<file path="src/verilog/io_ports_pkg.sv">
// Purpose: shared constants for the two eight-bit general-purpose ports
// Assumes: Avalon-MM byte addressing, register byte address = 4 * index
// Notes: indices are the printed register offsets
package io_ports_pkg;
    // ==========================================================
    // widths
    localparam int PORT_W = 8;
    localparam int ADDR_W = 18;
    localparam int DATA_W = 32;
    localparam int IDX_W = 16;

    // ==========================================================
    // register indices
    localparam logic [IDX_W-1:0] IDX_FIVE_DATA = 16'hffd8;
    localparam logic [IDX_W-1:0] IDX_FIVE_DIR = 16'hffe8;
    localparam logic [IDX_W-1:0] IDX_FIVE_PULLUP = 16'hffef;
    localparam logic [IDX_W-1:0] IDX_SIX_DATA = 16'hffd9;
    localparam logic [IDX_W-1:0] IDX_SIX_DIR = 16'hffe9;
    localparam int IDX_LSB = 2;

    // ==========================================================
    // port five pins that also feed peripherals
    localparam int TIMER_B_PIN = 6;
    localparam int ADC_TRIG_PIN = 5;

    // ==========================================================
    // reset and fixed read values
    localparam logic [PORT_W-1:0] PORT_RESET = 8'h00;
    localparam logic [PORT_W-1:0] DIR_READBACK = 8'hff;
    localparam logic [DATA_W-1:0] UNMAPPED_READ = 32'h0000_0000;

    // ==========================================================
    // power modes
    typedef enum logic [2:0] {
        MODE_ACTIVE = 3'b000,
        MODE_SLEEP = 3'b001,
        MODE_SUBSLEEP = 3'b010,
        MODE_STANDBY = 3'b011,
        MODE_WATCH = 3'b100,
        MODE_SUBACTIVE = 3'b101
    } power_mode_t;
endpackage

</file>
<file path="src/verilog/io_pin_cell.sv">
// Purpose: one port pin: output stage, pull-up and input synchroniser
// Assumes: mode qualifiers come from the parent on the same clock
// Notes: outputs are registered, so a drive change shows one clock later and pin_level two clocks later
`timescale 1ns/1ps
module io_pin_cell (
    input wire logic clock,
    input wire logic rst,
    input wire logic dir,
    input wire logic data,
    input wire logic pullup_ctl,
    input wire logic functional,
    input wire logic hold,
    input wire logic pin_i,
    output logic pin_o,
    output logic pin_oe,
    output logic pullup_on,
    output logic pin_level
);
    logic sync1_r;
    logic sync2_r;
    logic pull_nxt;

    // ==========================================================
    // output stage
    assign pull_nxt = ~dir & pullup_ctl;

    // reset floats the pin and drops the pull-up
    always_ff @(posedge clock) begin
        if (rst) begin
            pin_o <= 1'b0;
            pin_oe <= 1'b0;
            pullup_on <= 1'b0;
        end else if (hold) begin
            pin_o <= pin_o;
            pin_oe <= pin_oe;
            pullup_on <= pullup_on;
        end else if (functional) begin
            pin_o <= data;
            pin_oe <= dir;
            pullup_on <= pull_nxt;
        end else begin
            // standby and watch: float, pull-up still may hold the pin high
            pin_o <= 1'b0;
            pin_oe <= 1'b0;
            pullup_on <= pull_nxt;
        end
    end

    // ==========================================================
    // input synchroniser
    always_ff @(posedge clock) begin
        if (rst) begin
            sync1_r <= 1'b0;
            sync2_r <= 1'b0;
        end else begin
            sync1_r <= pin_i;
            sync2_r <= sync1_r;
        end
    end

    assign pin_level = sync2_r;
endmodule // io_pin_cell

</file>
<file path="src/verilog/io_ports.sv">
// Purpose: two eight-bit general-purpose ports behind an Avalon-MM slave
// Assumes: 20 MHz clock, pins asynchronous to it
// Notes: every access takes two cycles (one wait state)
//
// How it works
// - port five direction bit picks input or output
// - port five pins feed interrupt, timer, converter
// - pins float, hold or run per power mode
// - pull-up on only for input with bit set
// - pull-ups off after reset
// - port six read: data if output, pin if input
// - port six data: eight bits, RW, resets zero
// - port six direction one means output
// - port six direction write-only, reads ones, resets zero
// - port six registers at their printed indices
// - port five read: data if output, pin if input
// - port five direction write-only, reads all ones
// - port six pins follow the same mode states
//
// Our own choice: the Avalon-MM register port.
`timescale 1ns/1ps
module io_ports (
    input wire logic clock,
    input wire logic rst,
    input wire logic [io_ports_pkg::ADDR_W-1:0] address,
    input wire logic read,
    input wire logic write,
    input wire logic [io_ports_pkg::DATA_W-1:0] writedata,
    output logic [io_ports_pkg::DATA_W-1:0] readdata,
    output logic waitrequest,
    input wire logic [2:0] power_mode,
    input wire logic [io_ports_pkg::PORT_W-1:0] five_pin_i,
    output logic [io_ports_pkg::PORT_W-1:0] five_pin_o,
    output logic [io_ports_pkg::PORT_W-1:0] five_pin_oe,
    output logic [io_ports_pkg::PORT_W-1:0] five_pullup_on,
    input wire logic [io_ports_pkg::PORT_W-1:0] six_pin_i,
    output logic [io_ports_pkg::PORT_W-1:0] six_pin_o,
    output logic [io_ports_pkg::PORT_W-1:0] six_pin_oe,
    output logic [io_ports_pkg::PORT_W-1:0] ext_irq_in,
    output logic timer_b_event_input,
    output logic adc_external_trigger
);
    localparam int W = io_ports_pkg::PORT_W;

    logic [W-1:0] port_five_data_r;
    logic [W-1:0] port_five_direction_r;
    logic [W-1:0] port_five_pullup_enable_r;
    logic [W-1:0] port_six_data_r;
    logic [W-1:0] port_six_direction_r;
    logic [W-1:0] five_level;
    logic [W-1:0] six_level;
    logic [W-1:0] six_pullup_unused;
    logic [io_ports_pkg::IDX_W-1:0] idx;
    logic ack_r;
    logic sel_five_data;
    logic sel_five_dir;
    logic sel_five_pullup;
    logic sel_six_data;
    logic sel_six_dir;
    logic wr_go;
    logic rd_capture;
    logic [W-1:0] five_view;
    logic [W-1:0] six_view;
    logic functional;
    logic hold;
    logic [io_ports_pkg::DATA_W-1:0] read_nxt;
    logic [io_ports_pkg::DATA_W-1:0] readdata_r;

    // ==========================================================
    // bus handshake
    // first cycle raises waitrequest, second completes the access
    assign waitrequest = (read | write) & ~ack_r;
    assign wr_go = write & ack_r;
    assign idx = address[io_ports_pkg::IDX_LSB +: io_ports_pkg::IDX_W];
    assign readdata = readdata_r;

    always_ff @(posedge clock) begin
        if (rst) begin
            ack_r <= 1'b0;
        end else begin
            ack_r <= (read | write) & ~ack_r;
        end
    end

    // ==========================================================
    // register decode
    // full index match, so no alias of a register answers
    assign sel_five_data = (idx == io_ports_pkg::IDX_FIVE_DATA);
    assign sel_five_dir = (idx == io_ports_pkg::IDX_FIVE_DIR);
    assign sel_five_pullup = (idx == io_ports_pkg::IDX_FIVE_PULLUP);
    assign sel_six_data = (idx == io_ports_pkg::IDX_SIX_DATA);
    assign sel_six_dir = (idx == io_ports_pkg::IDX_SIX_DIR);
    assign rd_capture = read & ~ack_r;

    // ==========================================================
    // register writes
    // unmapped writes match no select and are dropped
    always_ff @(posedge clock) begin
        if (rst) begin
            port_five_data_r <= io_ports_pkg::PORT_RESET;
        end else if (wr_go & sel_five_data) begin
            port_five_data_r <= writedata[W-1:0];
        end
    end

    always_ff @(posedge clock) begin
        if (rst) begin
            port_five_direction_r <= io_ports_pkg::PORT_RESET;
        end else if (wr_go & sel_five_dir) begin
            port_five_direction_r <= writedata[W-1:0];
        end
    end

    always_ff @(posedge clock) begin
        if (rst) begin
            port_five_pullup_enable_r <= io_ports_pkg::PORT_RESET;
        end else if (wr_go & sel_five_pullup) begin
            port_five_pullup_enable_r <= writedata[W-1:0];
        end
    end

    always_ff @(posedge clock) begin
        if (rst) begin
            port_six_data_r <= io_ports_pkg::PORT_RESET;
        end else if (wr_go & sel_six_data) begin
            port_six_data_r <= writedata[W-1:0];
        end
    end

    always_ff @(posedge clock) begin
        if (rst) begin
            port_six_direction_r <= io_ports_pkg::PORT_RESET;
        end else if (wr_go & sel_six_dir) begin
            port_six_direction_r <= writedata[W-1:0];
        end
    end

    // ==========================================================
    // read mux
    always_comb begin
        read_nxt = io_ports_pkg::UNMAPPED_READ;
        case (idx)
            io_ports_pkg::IDX_FIVE_DATA: begin
                read_nxt[W-1:0] = five_view;
            end
            io_ports_pkg::IDX_FIVE_DIR: begin
                read_nxt[W-1:0] = io_ports_pkg::DIR_READBACK;
            end
            io_ports_pkg::IDX_FIVE_PULLUP: begin
                read_nxt[W-1:0] = port_five_pullup_enable_r;
            end
            io_ports_pkg::IDX_SIX_DATA: begin
                read_nxt[W-1:0] = six_view;
            end
            io_ports_pkg::IDX_SIX_DIR: begin
                read_nxt[W-1:0] = io_ports_pkg::DIR_READBACK;
            end
            default: begin
                read_nxt = io_ports_pkg::UNMAPPED_READ;
            end
        endcase
    end

    // captured in the wait cycle so it stands at the completing edge
    always_ff @(posedge clock) begin
        if (rst) begin
            readdata_r <= io_ports_pkg::UNMAPPED_READ;
        end else if (rd_capture) begin
            readdata_r <= read_nxt;
        end
    end

    // ==========================================================
    // power mode decode
    always_comb begin
        functional = 1'b0;
        hold = 1'b0;
        case (power_mode)
            io_ports_pkg::MODE_ACTIVE, io_ports_pkg::MODE_SUBACTIVE: begin
                functional = 1'b1;
            end
            io_ports_pkg::MODE_SLEEP, io_ports_pkg::MODE_SUBSLEEP: begin
                hold = 1'b1;
            end
            default: begin
                // standby and watch float the pins
                functional = 1'b0;
                hold = 1'b0;
            end
        endcase
    end

    // ==========================================================
    // pin cells
    for (genvar n = 0; n < W; n++) begin : g_pin
        // output pins read the latch, so a loaded pin cannot corrupt the value
        assign five_view[n] = port_five_direction_r[n] ? port_five_data_r[n]
            : five_level[n];
        assign six_view[n] = port_six_direction_r[n] ? port_six_data_r[n]
            : six_level[n];
        io_pin_cell u_five (
            .clock(clock),
            .rst(rst),
            .dir(port_five_direction_r[n]),
            .data(port_five_data_r[n]),
            .pullup_ctl(port_five_pullup_enable_r[n]),
            .functional(functional),
            .hold(hold),
            .pin_i(five_pin_i[n]),
            .pin_o(five_pin_o[n]),
            .pin_oe(five_pin_oe[n]),
            .pullup_on(five_pullup_on[n]),
            .pin_level(five_level[n])
        );
        io_pin_cell u_six (
            .clock(clock),
            .rst(rst),
            .dir(port_six_direction_r[n]),
            .data(port_six_data_r[n]),
            .pullup_ctl(1'b0),
            .functional(functional),
            .hold(hold),
            .pin_i(six_pin_i[n]),
            .pin_o(six_pin_o[n]),
            .pin_oe(six_pin_oe[n]),
            .pullup_on(six_pullup_unused[n]),
            .pin_level(six_level[n])
        );
    end

    // ==========================================================
    // peripheral feeds, independent of direction
    assign ext_irq_in = five_level;
    assign timer_b_event_input = five_level[io_ports_pkg::TIMER_B_PIN];
    assign adc_external_trigger = five_level[io_ports_pkg::ADC_TRIG_PIN];
endmodule // io_ports

</file>
<file path="config.mk">
export PLATFORM = sky130hd
export DESIGN_NAME = io_ports
export DESIGN_NICKNAME = d
export VERILOG_FILES = /design/src/verilog/io_ports_pkg.sv /design/src/verilog/io_pin_cell.sv /design/src/verilog/io_ports.sv
export SDC_FILE = /design/constraint.sdc
export NUM_CORES = 1
export LEC_CHECK = 0
export ABC_AREA = 1
export BUFFER_PORTS_ARGS = -buffer_cell sky130_fd_sc_hd__buf_4
export CORE_ASPECT_RATIO = 1.1
export CORE_UTILIZATION = 47
export DETAILED_ROUTE_END_ITERATION = 8
export PLACE_DENSITY_LB_ADDON = 0.08
export SLEW_MARGIN = 20
export SYNTH_ARGS = -nofsm -noshare
export SYNTH_HDL_FRONTEND = slang
export SYNTH_SLANG_ARGS = --single-unit
</file>
<file path="constraint.sdc">
create_clock -name clock -period 1.2 [get_ports clock]
set_input_delay 0.12 -clock clock [delete_from_list [all_inputs] [get_ports clock]]
set_output_delay 0.12 -clock clock [all_outputs]
set_load 0.005 [all_outputs]
</file>
==> results of run 1 <==
state kept, by name (all words and copies together) (netlist names):
signal                     flops
g_pin.u_five.pin_level         8
g_pin.u_five.pin_o             8
g_pin.u_five.pin_oe            8
g_pin.u_five.pullup_on         8
g_pin.u_five.sync1_r           8
g_pin.u_six.pin_level          8
g_pin.u_six.pin_o              8
g_pin.u_six.pin_oe             8
g_pin.u_six.sync1_r            8
port_five_data_r               8
port_five_direction_r          8
port_five_pullup_enable_r      8
port_six_data_r                8
port_six_direction_r           8
readdata                       8
ack_r                          1
metrics by stage:
stage                     setup TNS (ns)  hold WS (ns)   util
after floorplan                        0         0.227      -
after global placement             -7.43         0.319  0.550
after detailed placement           -9.32         0.327  0.550
after CTS                              0        0.0195  0.629
after global routing              -0.176        0.0503  0.636
final                                  0        0.0359  0.636
area by class of cell:
| cell class | count | area (um^2) | share of cell area |
|---|---|---|---|
| clock buffers | 22 | 464 | 0.0663 |
| clock inverters | 8 | 121 | 0.0173 |
| inverters | 82 | 310 | 0.0443 |
| multi-input cells | 432 | 2140 | 0.305 |
| flip-flops and latches | 121 | 2440 | 0.348 |
| well taps | 147 | 184 | 0.0263 |
| repair buffers | 157 | 1350 | 0.193 |
Yosys cell counts:
| master | n | area, um^2 |
|---|---|---|
| and2_0 | 8 | 50.1 |
| nor2_2 | 3 | 18.8 |
| nor2_4 | 3 | 33.8 |
| inv_1 | 80 | 300 |
| a21oi_1 | 76 | 380 |
| o21ai_0 | 28 | 140 |
| dfxtp_1 | 121 | 2420 |
| o21a_1 | 8 | 60.1 |
| nor3_1 | 9 | 45.0 |
| o21ai_1 | 3 | 15.0 |
| nand4_1 | 1 | 6.26 |
| inv_2 | 2 | 7.51 |
| conb_1 | 1 | 3.75 |
| buf_4 | 74 | 556 |
| nand3_2 | 1 | 10.0 |
| buf_2 | 3 | 15.0 |
| nor2_1 | 69 | 259 |
| nor2_8 | 1 | 20.0 |
| nor3_4 | 2 | 32.5 |
| nand3_1 | 41 | 205 |
| nand4_2 | 1 | 12.5 |
| clkbuf_1 | 19 | 71.3 |
| o21ai_2 | 2 | 17.5 |
| buf_6 | 4 | 45.0 |
| nand2_2 | 6 | 37.5 |
| a211oi_1 | 8 | 60.1 |
| buf_1 | 2 | 7.51 |
| a21oi_2 | 4 | 35.0 |
| or2_2 | 1 | 6.26 |
| nand2_1 | 132 | 495 |
repair_timing:
item | in CTS | in global routing
gates resized for setup | 9 | 34
endpoints found under the hold margin | 24 | 0
hold buffers | 24 | 0
setup endpoints to repair | 13 | 23
buffers inserted | 0 | 2
pin swaps | 3 | 8
gates cloned | 1 | 0
routing by layer:
metal	global-route usage	share of wire	wire length (um)
met5	0	0	0
met4	0.0838	0.019	251
met3	0.0444	0.052	705
met2	0.376	0.47	6330
met1	0.315	0.46	6170
worst max-delay path by stage:
stage                          endpoint  slack, ns  depth (start not counted)
6_report                    waitrequest       0.03                          3
5_1_grt         port_six_direction_r[6]      -0.03                          5
4_1_cts                     waitrequest      0.003                          3
3_5_place_dp        port_five_data_r[7]      -0.16                          9
3_3_place_gp         port_six_data_r[0]      -0.13                          9
2_1_floorplan  port_five_direction_r[5]       0.02                          6
power groups by stage:
stage | Combinational, mW | Sequential, mW | Clock [mW]
2_1_floorplan | 0.375 | 4.19 | 0
4_1_cts | 0.673 | 4.12 | 5.12
3_3_place_gp | 0.586 | 4.20 | 0
6_report | 0.683 | 4.12 | 5.06
3_5_place_dp | 0.599 | 4.20 | 0
5_1_grt | 0.753 | 4.12 | 5.31
logic make-up (layout without fill, tap and decap cells):
kind of cell    count (synthesis)  count (layout)  synth area share
compound gates                129             129             0.132
buf+inv                       184             269             0.187
flops                         121             121             0.451
other cells                     1              24          0.000698
simple gates                  278             279             0.230
worst max-delay path: cells and delay by family (launching register included):
kind	cells	cell delay [ns]
flops	1	0.33
simple gates	1	0.07
buf+inv	2	0.25
==> impl_metrics.csv, run 1 <==
group,metric,value,unit
critical_path,rrSetupSlack,0.04,ns
critical_path,cp_max_fo,3,
critical_path,crit_required,1.08,ns
min_path,whs_path_depth,3,
pwr,intPower,7.74,mW
placement,dp_slack,-0.159,ns
critical_path,rr_startpoint,"ack_r",
cells_and_area,instances_no_fill,969,
floorplanning,die_y,114,um
cts,clock-root-buffer,"clkbuf_16",
yosys,synth.ff_latch_count,121,
floorplanning,coreArea,11000,um^2
critical_path,cp.arrival,1.05,ns
timing,min_period,1.17,ns
route,drtIter0Drc,317,
timing,skew,0.00636,ns
timing,final-hold-violation-count,0,
pwr,p_seq_frac,0.418,
critical_path,max_stage_delay,0.33,ns
pwr,switching_share,0.215,
floorplanning,top_level_ports,156,
pwr,p_leak,3.15,nW
cells_and_area,final_cell_area,7000,um^2
critical_path,crit_path_frequent_cell,"buf_4",
placement,dp.cells,912,
placement,port_buffers,105,
route,wl_per_cell,13.9,um
critical_path,crit_path_start,"ack_r",
placement,gp_congestion,0.885,
timing,timing.final.ws_setup,0.0327,ns
critical_path,cp-end-kind,"output port",
critical_path,r2r_end,"port_five_direction_r[5]",
timing,setup_violations,0,
placement,dpl_cell_area,6050,um^2
yosys,ys_warn_count,0,
cts,cts_buffers,17,
route,num_vias,4654,
yosys,yosysSeqAreaShare,0.451,
route,drt_wl_total,13500,um
pwr,total_power,9.86,mW
floorplanning,placementRows,40,
floorplanning,die-area,11900,um^2
critical_path,crit_chain,"buf_4 > nor2_2 > buf_4",
floorplanning,die_x,104,um
cts,cts.sinks,121,
critical_path,crit_slowest_cell,"dfxtp_2",
cells_and_area,num_antenna_cells,0,
cts,cts.clk_slew.worst_paths,0.05,ns
pwr,power_density,1410,nW/um^2
route,drc_errors,0,
timing,fin_crit_sh,0.973,
min_path,hp-start,"read",
cts,clock_path_buffers,2,
placement,dp_hpwl,9430,um
critical_path,rr_worst_depth,5,
timing,max_freq,0.857,GHz
cells_and_area,drive_gt1_frac,0.270,
cells_and_area,synthToLayoutAreaGrowth,30.5,%
floorplanning,initial_core_util,0.488,
cells_and_area,num-fill-cells,1030,
min_path,hp-class,"input port to flop",
global_routing,grt_pass1_vias,4319,
timing,rsz0062_at_grt,"true",
pwr,vdd_drop_max,0.000820,V
critical_path,crit_type,"flop to output port",
cells_and_area,layout_common_cells,"nand2_1 (131), buf_4 (124), dfxtp_1 (109)",
timing,slew_violations,0,
yosys,syn_area,5370,um^2
route,routed_via_density,4.80,
global_routing,grt_usage,0.234,
job,maxCapViolations,0,
pwr,power.combinational.fraction,0.069,
cells_and_area,layout_commonest_cell,"nand2_1",
route,drt-pass1-iter-count,5,
pwr,p_clk_frac,0.513,
yosys,synth_cells,713,
global_routing,antenna_found_initial,0,
critical_path,startpoint_type,"flop",
outcome,status,"complete, no violations",
global_routing,overflow,0,
route,ant_nets,0,
global_routing,grt_max_degree,67,
pwr,p_sw,2.12,mW
cts,h-tree-depth,4,
cells_and_area,num-nets-final,884,
yosys,yosysUniqueCellTypes,30,
cts,cts_tree,"done",
min_path,min_to,"ack_r",
cts,insertion_delay,0.41,ns
yosys,syn_area_per_cell,7.53,um^2
global_routing,grt_pass1_wl,21700,um
Power figures use the tool's default switching activity.
==> run 2: changes to the inputs <==
--- a/config.mk
+++ b/config.mk
@@ -5,10 +5,9 @@
 export SDC_FILE = /design/constraint.sdc
 export NUM_CORES = 1
 export LEC_CHECK = 0
-export ABC_AREA = 1
 export BUFFER_PORTS_ARGS = -buffer_cell sky130_fd_sc_hd__buf_4
 export CORE_ASPECT_RATIO = 1.1
-export CORE_UTILIZATION = 47
+export CORE_UTILIZATION = 46
 export DETAILED_ROUTE_END_ITERATION = 8
 export PLACE_DENSITY_LB_ADDON = 0.08
 export SLEW_MARGIN = 20
==> impl_metrics.csv, run 2 <==
group,metric,value,unit
cells_and_area,instances_no_fill,802,
cts,insertion_delay,0.40,ns
global_routing,antenna_found_initial,0,
timing,timing.final.ws_setup,-0.157,ns
timing,max_freq,0.737,GHz
placement,gp_congestion,0.827,
global_routing,overflow,0,
timing,holdWs,0.0252,ns
critical_path,cp-end-kind,"flop",
cells_and_area,synthToLayoutAreaGrowth,34.1,%
cells_and_area,layout_common_cells,"buf_4 (138), dfxtp_1 (120), nor2_1 (68)",
yosys,yosys_most_used_dff,"dfxtp_1",
global_routing,grt_pass1_wl,19100,um
cts,h-tree-depth,4,
outcome,status,"complete, but fails checks",
route,drtIter0Drc,199,
cts,clock_path_buffers,2,
critical_path,crit_family,"simple AND/OR/NAND/NOR gates",
critical_path,startpoint_type,"flop",
cts,cts_buffers,17,
yosys,synthTopCellsByCount,"dfxtp_1 (121), buf_4 (76), nor2_1 (72), nand2_1 (43)",
pwr,power_density,1480,nW/um^2
critical_path,crit_path_end,"port_five_pullup_enable_r[7]",
critical_path,crit_type,"flop to flop",
yosys,synth_top_area_frac,0.479,
yosys,synth-edff-count,0,
cts,cts.sinks,121,
route,ant_nets,0,
critical_path,cp_max_fo,8,
yosys,synth-xor-area-share,0.00520,
yosys,synth_compound_area_frac,0.116,
route,drc_errors,0,
critical_path,r2r_end,"port_five_pullup_enable_r[7]",
cts,clock-root-buffer,"clkbuf_16",
yosys,synth.ff_latch_count,121,
yosys,ys_warn_count,0,
floorplanning,die-area,11400,um^2
critical_path,crit_chain,"and4_1 > buf_6 > nand4_4 > mux2i_1 > nor2_1",
yosys,yosysUniqueCellTypes,38,
route,drt-pass1-iter-count,4,
critical_path,rr_startpoint,"ack_r",
cells_and_area,layout_commonest_cell,"buf_4",
floorplanning,coreArea,10500,um^2
yosys,synth.most_common_cell,"dfxtp_1",
timing,min_period,1.36,ns
critical_path,crit_slowest_cell,"dfxtp_2",
timing,rsz0062_at_grt,"true",
cells_and_area,num-nets-final,719,
global_routing,grt_max_degree,114,
timing,slew_violations,0,
min_path,hp-class,"input port to flop",
outcome,violations,"negative setup slack",
pwr,total_power,10.1,mW
placement,dp_slack,-0.342,ns
route,num_vias,3899,
timing,skew,0.00499,ns
placement,dp_hpwl,8290,um
yosys,yosys.area.top_type,"dfxtp_1",
yosys,yosysSeqAreaShare,0.479,
timing,worst_pin_slew,0.513,ns
yosys,synth_cells,531,
placement,dp.cells,747,
floorplanning,top_level_ports,156,
cells_and_area,drive_gt1_frac,0.340,
pwr,p_leak,2.94,nW
route,routed_via_density,4.86,
critical_path,crit_path_start,"ack_r",
critical_path,crit_buf_inv,1,
critical_path,crit_required,1.47,ns
route,wl_per_cell,15.0,um
yosys,syn_area,5050,um^2
critical_path,rrSetupSlack,-0.16,ns
floorplanning,die_y,112,um
cts,cts.clk_slew.worst_paths,0.06,ns
floorplanning,die_x,102,um
timing,relSlewSlack,0.657,
yosys,synthArstFlopShare,0,
cts,postCtsSetupBuffers,0,
yosys,synthSimpleGateAreaFrac,0.184,
cts,cts_tree,"done",
timing,fin_crit_sh,1.13,
yosys,synth_area_leaders,"dfxtp_1 (48%), buf_4 (11%), mux2i_1 (5.7%)",
critical_path,cp.arrival,1.63,ns
global_routing,grt_pass1_vias,3772,
cells_and_area,num_antenna_cells,0,
critical_path,rr_worst_depth,5,
yosys,syn_area_per_cell,9.52,um^2
floorplanning,initial_core_util,0.479,
yosys,synth_top_family_by_area,"simple AND/OR/NAND/NOR gates",
critical_path,max_stage_delay,0.33,ns
yosys,synthAdderAreaFrac,0,
timing,final-hold-violation-count,0,
route,drt_wl_total,12000,um
placement,port_buffers,105,
pwr,vdd_drop_max,0.000851,V
yosys,synthMuxAreaShare,0.0820,
global_routing,grt_usage,0.222,
critical_path,cp.depth,5,
timing,setup_violations,48,
floorplanning,placementRows,39,
job,maxCapViolations,0,
-- run 2: area by class of cell --
cell class / count / area [um^2]
flip-flops and latches: 121 / 2420
well taps: 143 / 179
repair buffers: 172 / 1460
fillers: 881 / 3760
clock inverters: 12 / 173
clock buffers: 20 / 457
multi-input cells: 334 / 2090
-- run 2: cell families (layout without fill, tap and decap cells) --
logic type,Yosys count,after routing
buffers and inverters,99,204
xor gates and xnor gates,3,3
DFF,121,121
and+or+nand+nor,180,180
AOI/OAI and AO/OA,87,87
other,1,24
muxes,40,40
-- run 2: per-layer routing --
metal,up-vias,share of wire,GRT usage
met2,132,0.46,0.341
met4,0,0.019,0.0990
li1,1943,-,-
met5,-,0,0
met3,18,0.044,0.0521
met1,1806,0.47,0.295
-- run 2: what timing repair did --
item | CTS | global route
hold endpoints to repair | 34 | 0
endpoints found under the setup margin | 48 | 49
gates resized for setup | 6 | 5
pin swaps | 0 | 1
hold buffers | 23 | 0
-- run 2: how the worst min path moves through the flow --
| stage | start | end | slack, ns | cells after the start |
|---|---|---|---|---|
| floorplan | five_pin_i[0] | g_pin[0].u_five.sync1_r | 0.25 | 1 |
| global placement | five_pin_i[7] | g_pin[7].u_five.sync1_r | 0.33 | 2 |
| detailed placement | five_pin_i[4] | g_pin[4].u_five.sync1_r | 0.34 | 2 |
| CTS | writedata[6] | port_five_pullup_enable_r[6] | 0.003 | 3 |
| global route | writedata[6] | port_five_direction_r[6] | 0.009 | 3 |
| finish | writedata[6] | port_five_direction_r[6] | 0.03 | 3 |
-- run 2: stage by stage --
stage / util / instance area, um^2 / setup TNS, ns
2_1_floorplan: - / 5150 / -0.683
3_3_place_gp: 0.558 / 5880 / -13.49
3_5_place_dp: 0.558 / 5880 / -15.35
4_1_cts: 0.641 / 6760 / -3.54
5_1_grt: 0.643 / 6780 / -6.86
6_report: 0.643 / 6780 / -3.42
-- run 2: worst register-to-register path: stages (launching register included) --
cell and delay [ns]:
dfxtp_2 0.33, and4_1 0.20, buf_6 0.14, nand4_4 0.22, mux2i_1 0.27, nor2_1 0.07
-- run 2: power by group --
group | switching [mW] | internal, mW
Sequential | 0.0213 | 4.07
Clock | 1.76 | 3.57
Combinational | 0.307 | 0.319
==> run 3: changes to the inputs <==
==> constraint.sdc (replaced) <==
create_clock -name clock -period 1.2 [get_ports clock]
set_input_delay 0 -clock clock [delete_from_list [all_inputs] [get_ports clock]]
set_output_delay 0 -clock clock [all_outputs]
set_load 0.005 [all_outputs]
==> impl_metrics.csv, run 3 (synthesis results as in run 2) <==
group,metric,value,unit
pwr,total_power,9.55,mW
placement,dp_hpwl,7870,um
critical_path,crit_required,1.47,ns
critical_path,crit_type,"flop to flop",
global_routing,grt_pass1_wl,18900,um
cts,insertion_delay,0.40,ns
route,drtIter0Drc,176,
timing,final-hold-violation-count,0,
critical_path,rr_worst_depth,5,
floorplanning,die_y,112,um
min_path,hp-class,"input port to flop",
cts,cts_tree,"done",
critical_path,cp_max_fo,8,
global_routing,overflow,0,
floorplanning,placementRows,39,
placement,dpl_cell_area,5800,um^2
placement,dp.cells,745,
min_path,hp-start,"power_mode[2]",
route,routed_via_density,4.91,
job,maxCapViolations,0,
global_routing,grt_pass1_vias,3744,
outcome,violations,"negative setup slack",
pwr,power_density,1410,nW/um^2
cts,h-tree-depth,4,
timing,rsz0062_at_grt,"true",
placement,gp_congestion,0.814,
critical_path,cp-end-kind,"flop",
pwr,switching_share,0.213,
route,wl_per_cell,14.8,um
timing,relSlewSlack,0.480,
cells_and_area,layout_commonest_cell,"buf_4",
timing,holdWs,0.101,ns
pwr,p_leak,2.96,nW
timing,slew_violations,0,
pwr,intPower,7.51,mW
floorplanning,die-area,11400,um^2
pwr,p_seq_frac,0.429,
timing,setup_tns,-3.29,ns
cts,cts.sinks,121,
timing,fin_crit_sh,1.10,
timing,min_period,1.32,ns
critical_path,r2r_end,"port_five_pullup_enable_r[1]",
timing,skew,0.00827,ns
placement,dp_slack,-0.261,ns
critical_path,rr_startpoint,"ack_r",
cells_and_area,final_cell_area,6790,um^2
route,drt_wl_total,11900,um
cells_and_area,layout_common_cells,"buf_4 (139), dfxtp_1 (120), nor2_1 (68)",
cts,cts.clk_slew.worst_paths,0.05,ns
placement,port_buffers,105,
global_routing,grt_max_degree,114,
cells_and_area,num-nets-final,723,
cts,cts_buffers,17,
pwr,vdd_drop_max,0.000755,V
floorplanning,die_x,102,um
floorplanning,top_level_ports,156,
critical_path,startpoint_type,"flop",
pwr,p_clk_frac,0.506,
floorplanning,coreArea,10500,um^2
floorplanning,initial_core_util,0.479,
min_path,whs_path_depth,4,
cells_and_area,num_antenna_cells,0,
timing,timing.final.ws_setup,-0.119,ns
global_routing,grt_usage,0.220,
outcome,status,"complete, but fails checks",
timing,worst_pin_slew,0.779,ns
timing,setup_violations,48,
route,drc_errors,0,
cts,clock_path_buffers,2,
cells_and_area,instances_no_fill,805,
min_path,min_to,"g_pin[4].u_five.pullup_on",
cells_and_area,postLayoutCoreUtil,0.644,
route,num_vias,3952,
route,ant_nets,0,
timing,max_freq,0.758,GHz
route,drt-pass1-iter-count,5,
critical_path,rrSetupSlack,-0.12,ns
cts,clock-root-buffer,"clkbuf_16",
cells_and_area,drive_gt1_frac,0.367,
critical_path,cp.arrival,1.59,ns
global_routing,antenna_found_initial,0,
pwr,power.combinational.fraction,0.065,
pwr,p_sw,2.03,mW
cells_and_area,synthToLayoutAreaGrowth,34.4,%
==> run 3: cell count changes in the layout (fill, tap and decap cells not counted), moves of 4 or more <==
cell        previous run  this run
nand2_2                2        17
buf_12                 8         3
o21ai_1                8         4
o21ai_2                0         4
buf_6                  3         8
clkinvlp_4             5         0
nand2_1               41        26
==> run 3: critical path, cell delays in order (launching register included) <==
cell,delay (ns)
dfxtp_2,0.33
and4_1,0.19
buf_6,0.15
nand4_4,0.22
mux2i_1,0.24
nor2_1,0.06
==> run 3: how the worst max path moves through the flow <==
stage           startpoint  slack [ns]                           end
2_1_floorplan        ack_r       -0.02           port_five_data_r[3]
3_3_place_gp   address[17]       -0.23      port_five_direction_r[1]
3_5_place_dp         ack_r       -0.26      port_five_direction_r[0]
4_1_cts              ack_r       -0.20                   readdata[6]
5_1_grt              ack_r       -0.20                   readdata[5]
6_report             ack_r       -0.12  port_five_pullup_enable_r[1]
==> run 3: power groups by stage <==
stage	combinational, mW	clock [mW]	sequential, mW
floorplan	0.313	0	4.17
global placement	0.515	0	4.18
detailed placement	0.521	0	4.18
CTS	0.608	4.88	4.10
global route	0.673	5.11	4.10
finish	0.620	4.83	4.10
==> run 3: area by class of cell <==
| class | count | area (um^2) |
|---|---|---|
| fill | 897 | 3750 |
| sequential | 121 | 2420 |
| clock buffer | 22 | 464 |
| timing repair buffer | 176 | 1450 |
| multi-input combinational | 334 | 2170 |
| tap | 143 | 179 |
| clock inverter | 9 | 98.8 |
==> run 3: timing repair <==
| action | 4_1_cts | 5_1_grt |
|---|---|---|
| hold endpoints to repair | 64 | 0 |
| endpoints found under the setup margin | 48 | 49 |
| buffers inserted | 3 | 0 |
| pin swaps | 30 | 11 |
| hold buffers | 26 | 0 |
| gates resized for setup | 33 | 11 |
==> run 3: layer usage <==
layer	track usage	routed length (um)
met4	0.0933	199
met5	0	0
met1	0.288	5520
met3	0.0508	602
met2	0.347	5610
